==> config.mk <==
export PLATFORM = sky130hd
export DESIGN_NAME = ldt_timing
export DESIGN_NICKNAME = d
export VERILOG_FILES = /design/src/inc/ldt_pkg.sv /design/src/hdl/ldt_timing.sv
export VERILOG_INCLUDE_DIRS = /design/src /design/src/inc
export SDC_FILE = /design/constraint.sdc
export NUM_CORES = 1
export LEC_CHECK = 0
export BUFFER_PORTS_ARGS = -buffer_cell sky130_fd_sc_hd__buf_2
export CAP_MARGIN = 20
export CORE_MARGIN = 2
export CORE_UTILIZATION = 55
export DETAILED_ROUTE_END_ITERATION = 10
export PLACE_DENSITY_LB_ADDON = 0.25
export REMOVE_ABC_BUFFERS = 1
export SYNTH_ARGS = -nofsm -noshare
export SYNTH_HDL_FRONTEND = slang
export SYNTH_SLANG_ARGS = --single-unit
==> constraint.sdc <==
create_clock -name clk_sys -period 36.6 [get_ports clk_sys]
set_clock_uncertainty 0.05 [all_clocks]
set_input_delay 5.49 -clock clk_sys [delete_from_list [all_inputs] [get_ports clk_sys]]
set_output_delay 5.49 -clock clk_sys [all_outputs]
set_load 0.02 [all_outputs]
==> src/inc/ldt_defines.svh <==
/*
 constants of the display timing generator: widths, field positions, reset values, timing counts.
 assumes nothing; included by inc/ldt_pkg.sv, hdl/ldt_timing.sv and the dv monitor and testbench.
*/
`ifndef LDT_DEFINES_SVH
`define LDT_DEFINES_SVH
`define LDT_LINE_W        132
`define LDT_SEG_N         133
`define LDT_START_W       6
`define LDT_CONTRAST_W    5
`define LDT_PWR_W         3
`define LDT_PWR_BOOST_BIT 2
`define LDT_PWR_REG_BIT   1
`define LDT_PWR_FOLL_BIT  0
`define LDT_PWR_RESET     3'h0
`define LDT_CONTRAST_RST  5'h00
`define LDT_START_RST     6'h00
`define LDT_DUTY          33
`define LDT_LINE_HALF     16
`define LDT_FIFO_DEPTH    8
`endif

==> src/inc/ldt_pkg.sv <==
/*
 types of the display timing generator.
 assumes ldt_defines.svh on the include path.
*/
`include "ldt_defines.svh"
package ldt_pkg;
   typedef enum logic [1:0] {
      LDT_SEG_V0,
      LDT_SEG_V2,
      LDT_SEG_V3,
      LDT_SEG_V5
   } ldt_seg_t;

   typedef struct packed {
      logic booster;
      logic regulator;
      logic follower;
   } ldt_pwr_t;

   typedef struct packed {
      logic reverse;
      logic display_on;
      logic all_on;
   } ldt_disp_t;

   typedef enum {
      LDT_F_IDLE,
      LDT_F_WAIT
   } ldt_fetch_t;
endpackage : ldt_pkg
==> src/hdl/ldt_timing.sv <==
/*
 display timing generator with its line data fifo.
 assumes one clock clk_sys (25 MHz), synchronous active-low rst_n, a display ram read port that answers
 fetches with valid/ready, and command strobes decoded elsewhere.
*/
// How it works
// - line clock advances counter and strobes latch
// - ram line address changes only on line clock
// - full 132-bit line latched each line clock
// - refresh fetch uses its own ram port
// - master frame toggle flips every frame
// - slave takes frame toggle and line clock in
// - master line clock divided from oscillator, driven out
// - common start pulse on trailing edge before toggle
// - common start driven only in master mode
// - master drives toggle, clock, off sync; slaves receive
// - latch holds line until the next line clock
// - display commands alter only latch outputs and the off sync pin
// - 133 segment outputs with four levels
// - level from pixel, scan state and toggle
// - oscillator runs in master mode only
// - power setting bits enable booster, regulator, follower
// - power circuits only available in master mode
// - oscillator kept running while booster enabled
// - contrast zero means contrast function off
// - frame toggle change preloads start line
// - contrast is 5 bits, cleared by reset
`timescale 1ns/1ns
`default_nettype none
`include "ldt_defines.svh"

////////////////////////////////////////////////////////////////////////////////
module ldt_fifo #(
   parameter int W = 8,
   parameter int D = 8
) (
   // clock and reset
   input  wire logic         clk_sys,
   input  wire logic         rst_n,
   // fill side
   input  wire logic         in_valid,
   output logic             in_ready,
   input  wire logic [W-1:0] in_data,
   // drain side
   output logic             out_valid,
   input  wire logic         out_ready,
   output logic [W-1:0]     out_data
);
   localparam int AW = $clog2(D);
   if (D < 2 || (1 << AW) != D) begin : g_bad_depth
      $error("ldt_fifo depth must be a power of two, at least 2");
   end
   logic [W-1:0] mem [D];
   logic [AW:0]  wr_q;
   logic [AW:0]  rd_q;
   logic         push;
   logic         pop;
   assign in_ready  = (wr_q - rd_q) != (AW+1)'(D);
   assign out_valid = wr_q != rd_q;
   assign push      = in_valid & in_ready;
   assign pop       = out_valid & out_ready;
   assign out_data  = mem[rd_q[AW-1:0]];
   always_ff @(posedge clk_sys) begin
      if (push) begin
         mem[wr_q[AW-1:0]] <= in_data;
      end
   end
   always_ff @(posedge clk_sys) begin
      if (!rst_n) begin
         wr_q <= '0;
         rd_q <= '0;
      end else begin
         if (push) begin
            wr_q <= wr_q + 1'b1;
         end
         if (pop) begin
            rd_q <= rd_q + 1'b1;
         end
      end
   end
endmodule : ldt_fifo

////////////////////////////////////////////////////////////////////////////////
module ldt_timing #(
   parameter int LINE_W    = `LDT_LINE_W,
   parameter int SEG_N     = `LDT_SEG_N,
   parameter int DUTY      = `LDT_DUTY,
   parameter int LINE_HALF = `LDT_LINE_HALF,
   parameter int FIFO_D    = `LDT_FIFO_DEPTH
) (
   // clock and reset
   input  wire logic                               clk_sys,
   input  wire logic                               rst_n,
   // role strap
   input  wire logic                               cfg_master,
   // line clock pin
   input  wire logic                               line_clock_i,
   output logic                                    line_clock_o,
   output logic                                    line_clock_oe,
   // frame toggle pin
   input  wire logic                               frame_ac_toggle_i,
   output logic                                    frame_ac_toggle_o,
   output logic                                    frame_ac_toggle_oe,
   // display-off sync pin
   input  wire logic                               display_off_sync_i,
   output logic                                    display_off_sync_o,
   output logic                                    display_off_sync_oe,
   // common start pin
   output logic                                    common_start_pulse_o,
   output logic                                    common_start_pulse_oe,
   // commands
   input  wire logic                               cmd_start_wr,
   input  wire logic [`LDT_START_W-1:0]            cmd_start_line,
   input  wire logic                               cmd_power_wr,
   input  wire ldt_pkg::ldt_pwr_t                  cmd_power,
   input  wire logic                               cmd_contrast_wr,
   input  wire logic [`LDT_CONTRAST_W-1:0]         cmd_contrast,
   input  wire logic                               cmd_disp_wr,
   input  wire ldt_pkg::ldt_disp_t                 cmd_disp,
   input  wire logic                               indicator_pixel,
   // refresh read port
   output logic                                    ram_rd_req,
   output logic [`LDT_START_W-1:0]                 ram_rd_line,
   input  wire logic                               ram_rd_valid,
   output logic                                    ram_rd_ready,
   input  wire logic [LINE_W-1:0]                  ram_rd_data,
   // drive outputs
   output ldt_pkg::ldt_seg_t [SEG_N-1:0]           segment_output,
   output logic [`LDT_START_W-1:0]                 common_output,
   output logic                                    osc_run,
   output ldt_pkg::ldt_pwr_t                       power_circuit_enable,
   output logic                                    contrast_enable,
   output logic [`LDT_CONTRAST_W-1:0]              contrast_step
);
   import ldt_pkg::*;
   if (LINE_W != `LDT_LINE_W || SEG_N != LINE_W + 1) begin : g_bad_width
      $error("ldt_timing line and segment widths unsupported");
   end
   if (DUTY < 2 || DUTY > 64 || LINE_HALF < 1 || LINE_HALF > 65535) begin : g_bad_timing
      $error("ldt_timing timing out of range");
   end

   /////////////////////////////////////////////////////////////////////////////
   // pin synchronisers and role capture
   logic [2:0] sync_cl_q;
   logic [2:0] sync_fr_q;
   logic [2:0] sync_dof_q;
   logic [2:0] sync_ms_q;
   logic       cl_lvl_q;
   logic       fr_lvl_q;
   logic       dof_lvl_q;
   logic       master_q;
   logic       role_ok_q;
   always_ff @(posedge clk_sys) begin
      if (!rst_n) begin
         sync_cl_q  <= 3'h0;
         sync_fr_q  <= 3'h0;
         sync_dof_q <= 3'h0;
      end else begin
         sync_cl_q  <= {sync_cl_q[1:0], line_clock_i};
         sync_fr_q  <= {sync_fr_q[1:0], frame_ac_toggle_i};
         sync_dof_q <= {sync_dof_q[1:0], display_off_sync_i};
      end
   end
   // strap also shifts during reset, so its level is settled at release
   always_ff @(posedge clk_sys) begin
      sync_ms_q <= {sync_ms_q[1:0], cfg_master};
   end
   always_ff @(posedge clk_sys) begin
      if (!rst_n) begin
         cl_lvl_q  <= 1'b0;
         fr_lvl_q  <= 1'b0;
         dof_lvl_q <= 1'b0;
      end else begin
         if (sync_cl_q[1] == sync_cl_q[2]) cl_lvl_q <= sync_cl_q[2];
         if (sync_fr_q[1] == sync_fr_q[2]) fr_lvl_q <= sync_fr_q[2];
         if (sync_dof_q[1] == sync_dof_q[2]) dof_lvl_q <= sync_dof_q[2];
      end
   end
   always_ff @(posedge clk_sys) begin
      if (!rst_n) begin
         master_q  <= 1'b0;
         role_ok_q <= 1'b0;
      end else if (!role_ok_q && sync_ms_q[1] == sync_ms_q[2]) begin
         master_q  <= sync_ms_q[2];
         role_ok_q <= 1'b1;
      end
   end
   logic is_master;
   logic is_slave;
   assign is_master = role_ok_q & master_q;
   assign is_slave  = role_ok_q & ~master_q;

   /////////////////////////////////////////////////////////////////////////////
   // master line clock divider, phase and frame toggle
   localparam logic [15:0] HALF_M1 = 16'(LINE_HALF - 1);
   localparam logic [5:0]  DUTY_M1 = 6'(DUTY - 1);
   logic [15:0] div_q;
   logic        mcl_q;
   logic [5:0]  phase_q;
   logic        mfr_q;
   logic        mdyo_q;
   logic        div_tick;
   assign osc_run  = is_master;
   assign div_tick = osc_run && div_q == HALF_M1;
   always_ff @(posedge clk_sys) begin
      if (!rst_n || !osc_run) begin
         div_q <= 16'h0000;
         mcl_q <= 1'b0;
      end else if (div_tick) begin
         div_q <= 16'h0000;
         mcl_q <= ~mcl_q;
      end else begin
         div_q <= div_q + 16'h0001;
      end
   end
   always_ff @(posedge clk_sys) begin
      if (!rst_n || !osc_run) begin
         phase_q <= 6'h00;
         mfr_q   <= 1'b0;
      end else if (div_tick && !mcl_q) begin
         if (phase_q == DUTY_M1) begin
            phase_q <= 6'h00;
            mfr_q   <= ~mfr_q;
         end else begin
            phase_q <= phase_q + 6'h01;
         end
      end
   end
   always_ff @(posedge clk_sys) begin
      if (!rst_n || !osc_run) begin
         mdyo_q <= 1'b0;
      end else if (div_tick && mcl_q) begin
         mdyo_q <= phase_q == DUTY_M1;
      end
   end

   /////////////////////////////////////////////////////////////////////////////
   // timing source select and events
   logic cl_now;
   logic fr_now;
   logic cl_prev_q;
   logic fr_prev_q;
   logic line_evt;
   logic fr_chg;
   assign cl_now = is_master ? mcl_q : cl_lvl_q;
   assign fr_now = is_master ? mfr_q : fr_lvl_q;
   always_ff @(posedge clk_sys) begin
      if (!rst_n) begin
         cl_prev_q <= 1'b0;
         fr_prev_q <= 1'b0;
      end else begin
         cl_prev_q <= cl_now;
         fr_prev_q <= fr_now;
      end
   end
   assign line_evt = role_ok_q & cl_now & ~cl_prev_q;
   assign fr_chg   = role_ok_q & (fr_now ^ fr_prev_q);

   /////////////////////////////////////////////////////////////////////////////
   // command registers
   logic [`LDT_START_W-1:0]    start_q;
   ldt_pwr_t                   pwr_q;
   logic [`LDT_CONTRAST_W-1:0] contrast_q;
   ldt_disp_t                  disp_q;
   always_ff @(posedge clk_sys) begin
      if (!rst_n) begin
         start_q    <= `LDT_START_RST;
         pwr_q      <= ldt_pwr_t'(`LDT_PWR_RESET);
         contrast_q <= `LDT_CONTRAST_RST;
         disp_q     <= '0;
      end else begin
         if (cmd_start_wr) start_q <= cmd_start_line;
         if (cmd_power_wr) pwr_q <= cmd_power;
         if (cmd_contrast_wr) contrast_q <= cmd_contrast;
         if (cmd_disp_wr) disp_q <= cmd_disp;
      end
   end
   assign power_circuit_enable = is_master ? pwr_q : ldt_pwr_t'(`LDT_PWR_RESET);
   assign contrast_enable      = |contrast_q;
   assign contrast_step        = contrast_q;

   /////////////////////////////////////////////////////////////////////////////
   // line counter and refresh fetch
   logic [`LDT_START_W-1:0] line_q;
   logic [`LDT_START_W-1:0] com_q;
   ldt_fetch_t              fetch_q;
   always_ff @(posedge clk_sys) begin
      if (!rst_n) begin
         line_q <= `LDT_START_RST;
         com_q  <= 6'h00;
      end else if (fr_chg) begin
         line_q <= start_q;
         com_q  <= 6'h00;
      end else if (line_evt) begin
         line_q <= line_q + 6'h01;
         com_q  <= com_q + 6'h01;
      end
   end
   assign ram_rd_line   = line_q;
   assign common_output = com_q;
   always_ff @(posedge clk_sys) begin
      if (!rst_n) begin
         fetch_q <= LDT_F_IDLE;
      end else begin
         case (fetch_q)
            LDT_F_IDLE: begin
               if (line_evt || fr_chg) fetch_q <= LDT_F_WAIT;
            end
            LDT_F_WAIT: begin
               if (ram_rd_valid && ram_rd_ready) fetch_q <= LDT_F_IDLE;
            end
            default: fetch_q <= LDT_F_IDLE;
         endcase
      end
   end
   assign ram_rd_req = fetch_q == LDT_F_WAIT;

   /////////////////////////////////////////////////////////////////////////////
   // line buffer and display latch
   logic              fifo_in_ready;
   logic              fifo_out_valid;
   logic [LINE_W-1:0] fifo_out_data;
   logic [LINE_W-1:0] latch_q;
   logic              ind_q;
   assign ram_rd_ready = ram_rd_req & fifo_in_ready;
   ldt_fifo #(.W(LINE_W), .D(FIFO_D)) u_fifo (
      .clk_sys   (clk_sys),
      .rst_n     (rst_n),
      .in_valid  (ram_rd_valid & ram_rd_req),
      .in_ready  (fifo_in_ready),
      .in_data   (ram_rd_data),
      .out_valid (fifo_out_valid),
      .out_ready (line_evt),
      .out_data  (fifo_out_data)
   );
   always_ff @(posedge clk_sys) begin
      if (!rst_n) begin
         latch_q <= '0;
         ind_q   <= 1'b0;
      end else if (line_evt && fifo_out_valid) begin
         latch_q <= fifo_out_data;
         ind_q   <= indicator_pixel;
      end
   end

   /////////////////////////////////////////////////////////////////////////////
   // segment level select
   logic             blank;
   logic [SEG_N-1:0] pix_v;
   assign blank = is_master ? ~disp_q.display_on : dof_lvl_q;
   always_comb begin
      for (int i = 0; i < LINE_W; i++) begin
         pix_v[i] = disp_q.all_on | (latch_q[i] ^ disp_q.reverse);
      end
      pix_v[SEG_N-1] = disp_q.all_on | (ind_q ^ disp_q.reverse);
   end
   always_ff @(posedge clk_sys) begin
      if (!rst_n) begin
         segment_output <= {SEG_N{LDT_SEG_V2}};
      end else begin
         for (int i = 0; i < SEG_N; i++) begin
            if (blank || !role_ok_q) begin
               segment_output[i] <= fr_now ? LDT_SEG_V2 : LDT_SEG_V3;
            end else begin
               segment_output[i] <= fr_now ? (pix_v[i] ? LDT_SEG_V0 : LDT_SEG_V2)
                                           : (pix_v[i] ? LDT_SEG_V5 : LDT_SEG_V3);
            end
         end
      end
   end

   /////////////////////////////////////////////////////////////////////////////
   // pin drive
   assign line_clock_o          = mcl_q;
   assign frame_ac_toggle_o     = mfr_q;
   assign display_off_sync_o    = ~disp_q.display_on;
   assign line_clock_oe         = is_master;
   assign frame_ac_toggle_oe    = is_master;
   assign display_off_sync_oe   = is_master;
   assign common_start_pulse_o  = mdyo_q;
   assign common_start_pulse_oe = is_master;
endmodule : ldt_timing
`default_nettype wire

==> flow_metrics.py, run 1 <==
metrics = {
    "run_status": {
        "outcome": "finished clean",
    },
    "yosys": {
        "synth_top_area_cell": "sky130_fd_sc_hd__edfxtp_1",
        "synth-seq-cells": 1405,
        "ys_top_cells_by_area": "sky130_fd_sc_hd__edfxtp_1, sky130_fd_sc_hd__dfxtp_1, sky130_fd_sc_hd__mux4_2, sky130_fd_sc_hd__o21ai_0, sky130_fd_sc_hd__a21oi_1",
        "synth_seq_area_share": 0.7101,
        "syn_area_um2": 54500,
        "prevailing_post_synth_register_cell": "sky130_fd_sc_hd__edfxtp_1",
        "synth-warning-count": 0,
        "synth_top_area_share": 0.5819,
        "synth-async-reset-ratio": 0,
        "post-synth-top-count-cell": "sky130_fd_sc_hd__edfxtp_1",
        "synthTopCellsByCount": "sky130_fd_sc_hd__edfxtp_1, sky130_fd_sc_hd__dfxtp_1, sky130_fd_sc_hd__nand2_1",
        "synth_enable_flop_cells": 1056,
        "synth.distinct_cells": 52,
        "synth_cells": 3374,
        "postSynthAreaPerCell_um2": 16.15,
    },
    "worst_setup_path": {
        "endpoint_kind": "output port",
        "cp.arrival_ps": 3740,
        "critPathMaxFanout": 28,
        "crit_slowest_cell": "sky130_fd_sc_hd__clkinv_1",
        "critical_path.max_stage_delay_ps": 860,
        "worstSetupStartpointType": "register",
        "timing.critical_path.from": "u_fifo.rd_q[1]$_SDFFE_PN0P_",
        "crit_type": "register to output port",
        "timing.rr.start": "u_fifo.rd_q[1]$_SDFFE_PN0P_",
        "required_time_at_the_worst_slack_endpoint_ps": 31060,
        "critical_path.cell_chain": "clkinv_1 > ha_1 > nor4b_1 > nand3_1 > o311a_1 > buf_2",
    },
    "floorplan": {
        "rows": 115,
        "starting_density_of_the_core": 0.5545,
        "dieArea_um2": 101600,
        "floorplan.core_area_um2": 98280,
        "floorplan.die.width_um": 318.8,
        "die_height_um": 318.8,
        "ios": 459,
    },
    "timing": {
        "fin_crit_sh": 0.2535,
        "max-slew-margin-rel": 0.2253,
        "setup_tns_final_ps": 0,
        "slew_violations": 0,
        "report.final.setup_viol": 0,
        "period_minus_slack_ps": 9280,
        "fin_worst_hold_slack_ps": 276.2,
        "worst_pin_slew_ps": 1162,
        "grt_setup_unrepaired": "no",
        "postLayoutSetupSlackWorst_ps": 27320,
        "hold_viol": 0,
        "fmaxAchievable_ghz": 0.1078,
    },
    "power_and_ir_drop": {
        "ir_worst_vdd_mv": 0.05539,
        "power_leakage_nw": 22.15,
        "power.density_nw_per_um2": 53.50,
        "total_power_mw": 3.302,
    },
    "clock_network": {
        "tritoncts": "yes",
        "clkTransAtPathRegs_ps": 60,
        "cts-root-to-sink-buffers": 3,
        "clock-root-buffer": "sky130_fd_sc_hd__clkbuf_16",
        "cts_setup_buffers": 0,
        "htree_levels": 4,
        "insertion_delay_ps": 750,
        "cts_hold_buffers": 0,
        "post_cts.resized_instances": 0,
        "tritoncts.num_buffers": 143,
        "cts_sinks": 1405,
    },
    "cells_and_area": {
        "finish.utilization": 0.6280,
        "final_area_um2": 61710,
        "syn_to_final_growth_pct": 13.24,
        "finalNetCount": 3836,
        "post_route_cells_drive_above_1_share": 0.2653,
        "final_cells": 5085,
    },
    "grt": {
        "grt_max_degree": 150,
        "grt.overflow.total": 0,
        "vias_in_the_first_global_route": 29960,
        "grt_antenna_before_repair": 34,
        "total_routing_usage_gr": 0.2474,
        "grt_pass1_wl_um": 187600,
    },
    "drt": {
        "dr_drc_count": 0,
        "final_antenna_net_count": 0,
        "routedWlPerCell_um": 24.53,
        "via_per_inst": 5.861,
        "firstDrtPassIters": 5,
        "detailroute.via_count": 29800,
        "first_iter_violations": 2573,
        "finalWirelength_um": 124700,
    },
    "placement": {
        "place_congestion": 0.7316,
        "dpl.cell_count": 4807,
        "io_buffers": 458,
        "worst_setup_timing_slack_at_the_placement_stage_ps": 28050,
        "placed_area_um2": 56970,
        "place.detailed.hpwl_um": 61710,
    },
    "hold_path": {
        "hold_path.class": "register to register",
        "hp-start": "sync_ms_q[0]$_DFF_P_",
    },
    "run": {
        "max_cap_viol_count": 0,
    },
}
## where the power goes
group	internal, mW	switching [mW]	total (mW)
registers	1.72	0.00888	1.73
clock network	0.859	0.591	1.45
logic	0.0363	0.0828	0.119
## critical path, delay by kind of cell, from the launching register on
kind	cells	cell delay [ps]
flip-flops	1	630
adder cells (fa/ha/maj)	1	590
AND/OR/NAND/NOR	2	560
AO/OA/AOI/OAI	1	190
buffers and inverters	2	1040
## layer usage
| layer | part of all wire | global-route usage | vias to the layer above |
|---|---|---|---|
| met2 | 0.48 | 0.3966 | 1198 |
| li1 | - | - | 13120 |
| met1 | 0.41 | 0.3402 | 15210 |
| met5 | 0.0017 | 0 | - |
| met3 | 0.078 | 0.05315 | 233 |
| met4 | 0.024 | 0.08246 | 36 |
## placed cells by master (no fill, tap or decap), drive strengths merged, types with 12 or more instances in the layout
master / count
dfxtp: 349
mux2i: 23
xnor2: 146
edfxtp: 1056
and3: 12
o21ai: 283
and2: 15
xor2: 149
nand3: 14
nand2: 297
buf: 504
clkbuf: 209
inv: 15
nor2b: 23
clkinv: 35
a21oi: 279
mux4: 264
nor2: 26
diode: 14
## sequential cells by signal, summed over array words and instances, names as in the netlist, 3 cells and up
name            count
phase_q             6
u_fifo.rd_q         4
sync_fr_q           3
sync_dof_q          3
pwr_q               3
div_q              16
ram_rd_line         6
sync_ms_q           3
u_fifo.mem       1056
latch_q           132
u_fifo.wr_q         4
contrast_step       5
segment_output    134
sync_cl_q           3
disp_q              3
common_output       6
start_q             6
## kinds of logic (layout without fill, tap and decap cells)
logic type      after synthesis  after routing  share of synthesized area
buf+inv                     368            778                    0.03726
fa+ha+maj                    10             10                   0.002296
mux                         287            287                     0.1133
compound gates              582            582                    0.05464
flops                      1405           1405                     0.7101
xor+xnor                    295            295                    0.04741
simple gates                427            427                    0.03499
other cells                   0             14                          0
## cell type report
class	instances	area, um2
repair buffers	504	2735
multi-input cells	1601	13860
clock inverters	55	553.0
flip-flops and latches	1405	38720
diodes	14	35.03
fillers	7090	36560
inverters	10	40.04
well taps	1287	1610
clock buffers	209	4156
## path summary, 6_finish.rpt
kind	end	slack [ps]	cells after the start
setup reg to reg	u_fifo.mem[2][83]$_DFFE_PP_	31430	9
hold / removal	sync_ms_q[1]$_DFF_P_	280	0
hold reg to reg	sync_ms_q[1]$_DFF_P_	280	0
setup / recovery	ram_rd_ready	27320	6
Note: power is estimated with default switching activity, not from simulation.
==> run 2, diff against run 1 <==
--- a/config.mk
+++ b/config.mk
@@ -6,10 +6,11 @@
 export SDC_FILE = /design/constraint.sdc
 export NUM_CORES = 1
 export LEC_CHECK = 0
+export ABC_AREA = 1
 export BUFFER_PORTS_ARGS = -buffer_cell sky130_fd_sc_hd__buf_2
 export CAP_MARGIN = 20
 export CORE_MARGIN = 2
-export CORE_UTILIZATION = 55
+export CORE_UTILIZATION = 54
 export DETAILED_ROUTE_END_ITERATION = 10
 export PLACE_DENSITY_LB_ADDON = 0.25
 export REMOVE_ABC_BUFFERS = 1
==> constraint.sdc (replaced) <==
create_clock -name clk_sys -period 7.86 [get_ports clk_sys]
set_clock_uncertainty 0.05 [all_clocks]
set_input_delay 1.179 -clock clk_sys [delete_from_list [all_inputs] [get_ports clk_sys]]
set_output_delay 1.179 -clock clk_sys [all_outputs]
set_load 0.02 [all_outputs]
==> run 2 against run 1 <==
Compared with the run above:
- synthesized area is 2.9% higher
- clock power rose to 4.6 times the previous value
- global-route usage up 1.5 points
- combinational power rose to 5.6 times the previous value
- synthesized cell count grew 56%
- utilization is 1.9 points lower
- highest routed layer unchanged
==> flow_metrics.py, run 2 <==
metrics = {
    "run_status": {
        "outcome": "finished clean",
    },
    "clock_network": {
        "clkTransAtPathRegs_ps": 60,
        "cts_hold_buffers": 0,
        "clock-root-buffer": "sky130_fd_sc_hd__clkbuf_16",
        "htree_levels": 4,
        "cts_setup_buffers": 0,
        "post_cts.resized_instances": 0,
        "cts_sinks": 1405,
        "insertion_delay_ps": 760,
        "tritoncts.num_buffers": 145,
        "cts-root-to-sink-buffers": 3,
        "tritoncts": "yes",
    },
    "drt": {
        "first_iter_violations": 3411,
        "dr_drc_count": 0,
        "final_antenna_net_count": 0,
        "routedWlPerCell_um": 20.42,
        "finalWirelength_um": 141700,
        "via_per_inst": 5.648,
        "detailroute.via_count": 39190,
        "firstDrtPassIters": 6,
    },
    "placement": {
        "worst_setup_timing_slack_at_the_placement_stage_ps": 2902,
        "io_buffers": 458,
        "place.detailed.hpwl_um": 69940,
        "place_congestion": 0.8135,
        "placed_area_um2": 58220,
    },
    "timing": {
        "max-slew-margin-rel": 0.07099,
        "fin_crit_sh": 0.6304,
        "setup_tns_final_ps": 0,
        "worst_pin_slew_ps": 1394,
        "fin_worst_hold_slack_ps": 287.8,
        "report.final.setup_viol": 0,
        "postLayoutSetupSlackWorst_ps": 2905,
        "grt_setup_unrepaired": "no",
        "period_minus_slack_ps": 4955,
        "hold_viol": 0,
        "slew_violations": 0,
        "fmaxAchievable_ghz": 0.2018,
    },
    "power_and_ir_drop": {
        "power.density_nw_per_um2": 244.6,
        "power_leakage_nw": 22.89,
        "ir_worst_vdd_mv": 0.1688,
    },
    "worst_setup_path": {
        "crit_type": "register to register",
        "critPathMaxFanout": 110,
        "reg2reg_to": "u_fifo.mem[4][50]$_DFFE_PP_",
        "rr_worst_depth": 12,
        "worstSetupStartpointType": "register",
        "cp.arrival_ps": 5270,
        "timing.rr.start": "u_fifo.rd_q[2]$_SDFFE_PN0P_",
        "required_time_at_the_worst_slack_endpoint_ps": 8170,
        "endpoint_kind": "register",
        "reg2reg_slack_ps": 2910,
    },
    "yosys": {
        "prevailing_post_synth_register_cell": "sky130_fd_sc_hd__edfxtp_1",
        "synth-warning-count": 0,
        "synth_top_area_cell": "sky130_fd_sc_hd__edfxtp_1",
        "ys_top_cells_by_area": "sky130_fd_sc_hd__edfxtp_1, sky130_fd_sc_hd__dfxtp_1, sky130_fd_sc_hd__nand2_1, sky130_fd_sc_hd__nand3_1, sky130_fd_sc_hd__o21ai_0",
        "synth_enable_flop_cells": 1056,
        "synth-async-reset-ratio": 0,
        "syn_area_um2": 56050,
        "synth-seq-cells": 1405,
        "post-synth-top-count-cell": "sky130_fd_sc_hd__nand2_1",
        "postSynthAreaPerCell_um2": 10.67,
        "synth_cells": 5252,
        "synthTopCellsByCount": "sky130_fd_sc_hd__nand2_1, sky130_fd_sc_hd__edfxtp_1, sky130_fd_sc_hd__nand3_1",
        "synth.distinct_cells": 27,
        "synth_seq_area_share": 0.6904,
        "synth_top_area_share": 0.5657,
    },
    "hold_path": {
        "hp-start": "sync_ms_q[0]$_DFF_P_",
        "min_delay_worst_endpoint": "sync_ms_q[1]$_DFF_P_",
        "hold_path.class": "register to register",
        "min_delay_path_depth": 0,
    },
    "cells_and_area": {
        "finalNetCount": 5590,
        "syn_to_final_growth_pct": 12.13,
        "finish.utilization": 0.6090,
        "mostFrequentLayoutCell": "sky130_fd_sc_hd__nand2_1",
        "final_area_um2": 62850,
        "number_of_flip_flops_under_the_largest_register_name": 1056,
        "post_route_cells_drive_above_1_share": 0.1327,
        "most_used_cells_in_the_layout_excluding_fill_and_tap_cells": "sky130_fd_sc_hd__nand2_1, sky130_fd_sc_hd__edfxtp_1, sky130_fd_sc_hd__nand3_1",
    },
    "floorplan": {
        "floorplan.die.width_um": 326.2,
        "ios": 459,
        "rows": 118,
        "floorplan.core_area_um2": 103200,
        "starting_density_of_the_core": 0.5431,
        "die_height_um": 326.2,
        "dieArea_um2": 106400,
    },
    "grt": {
        "grt_pass1_wl_um": 215200,
        "grt.overflow.total": 0,
        "vias_in_the_first_global_route": 36640,
        "grt_max_degree": 210,
        "grt_antenna_before_repair": 44,
        "total_routing_usage_gr": 0.2623,
    },
    "run": {
        "max_cap_viol_count": 0,
    },
}
==> run 2: cell types whose count changed after synthesis, sizes merged, moves of 39 or more <==
| cell | before | now |
|---|---|---|
| nand2 | 297 | 1115 |
| nand3 | 14 | 594 |
| nor2 | 26 | 553 |
| o21ai | 283 | 662 |
| mux4 | 264 | 0 |
| xnor2 | 146 | 3 |
| xor2 | 149 | 25 |
| clkbuf | 126 | 207 |
| inv | 9 | 82 |
| buf | 232 | 271 |
==> run 2: stage by stage <==
stage | instances | total power, mW
final | 6939 | 15.37
after global routing | 6930 | 15.84
after CTS | 6918 | 15.49
after detailed placement | 6652 | 8.926
after global placement | 6652 | 8.916
after floorplan | 4774 | 8.616
==> run 2: cells by family (layout without fill, tap and decap cells) <==
group                    after synthesis  after routing  synth area share
AO/OA/AOI/OAI                        957            957           0.08565
flip-flops                          1405           1405            0.6904
adder cells (fa/ha/maj)               10             10          0.002232
other                                  0             21                 0
buffers and inverters                560            846           0.04933
AND/OR/NAND/NOR                     2292           2292            0.1681
XOR/XNOR                              28             28          0.004375
==> run 2: worst max-delay path by stage <==
stage,start,to,slack (ps),depth (start not counted)
2_1_floorplan,u_fifo.rd_q[0]$_SDFFE_PN0P_,latch_q[105]$_SDFFE_PN0P_,-13010,7
3_3_place_gp,u_fifo.rd_q[2]$_SDFFE_PN0P_,u_fifo.mem[4][99]$_DFFE_PP_,2990,12
6_report,u_fifo.rd_q[2]$_SDFFE_PN0P_,u_fifo.mem[4][50]$_DFFE_PP_,2910,12
5_1_grt,u_fifo.rd_q[2]$_SDFFE_PN0P_,u_fifo.mem[4][50]$_DFFE_PP_,2630,12
4_1_cts,u_fifo.rd_q[2]$_SDFFE_PN0P_,u_fifo.mem[4][113]$_DFFE_PP_,2900,12
3_5_place_dp,u_fifo.rd_q[2]$_SDFFE_PN0P_,u_fifo.mem[4][46]$_DFFE_PP_,2900,12
==> run 2: worst max-delay path, stage by stage, from the launching register on <==
cell and delay (ps):
sky130_fd_sc_hd__dfxtp_2 820, sky130_fd_sc_hd__inv_4 540, sky130_fd_sc_hd__ha_1 460, sky130_fd_sc_hd__inv_1 60, sky130_fd_sc_hd__nand3_1 60, sky130_fd_sc_hd__nand2_1 60, sky130_fd_sc_hd__nand2_1 50, sky130_fd_sc_hd__nand3_1 180
sky130_fd_sc_hd__nand2_1 190, sky130_fd_sc_hd__inv_1 160, sky130_fd_sc_hd__nand2_1 250, sky130_fd_sc_hd__nor2_4 780, sky130_fd_sc_hd__buf_12 720
==> run 2: power breakdown <==
| part | switching [mW] | internal [mW] |
|---|---|---|
| clock network | 2.76 | 3.84 |
| logic | 0.484 | 0.188 |
| registers | 0.0449 | 8.05 |
| total | 3.29 | 12.1 |
==> run 2: cell type report <==
type | count | area, um2
multi-input combinational | 3287 | 14700
tap | 1380 | 1727
clock inverter | 57 | 414.1
fill | 8164 | 40350
clock buffer | 209 | 4168
timing repair buffer | 498 | 2730
antenna | 21 | 52.55
sequential | 1405 | 38710
inverter | 82 | 342.8
==> run 2: layer usage <==
| metal | vias to the layer above | wire length (um) | GRT usage |
|---|---|---|---|
| li1 | 18440 | - | - |
| met1 | 18890 | 59090 | 0.3540 |
| met2 | 1569 | 67190 | 0.4287 |
| met3 | 267 | 11510 | 0.05225 |
| met4 | 34 | 3683 | 0.08485 |
| met5 | - | 207 | 0 |
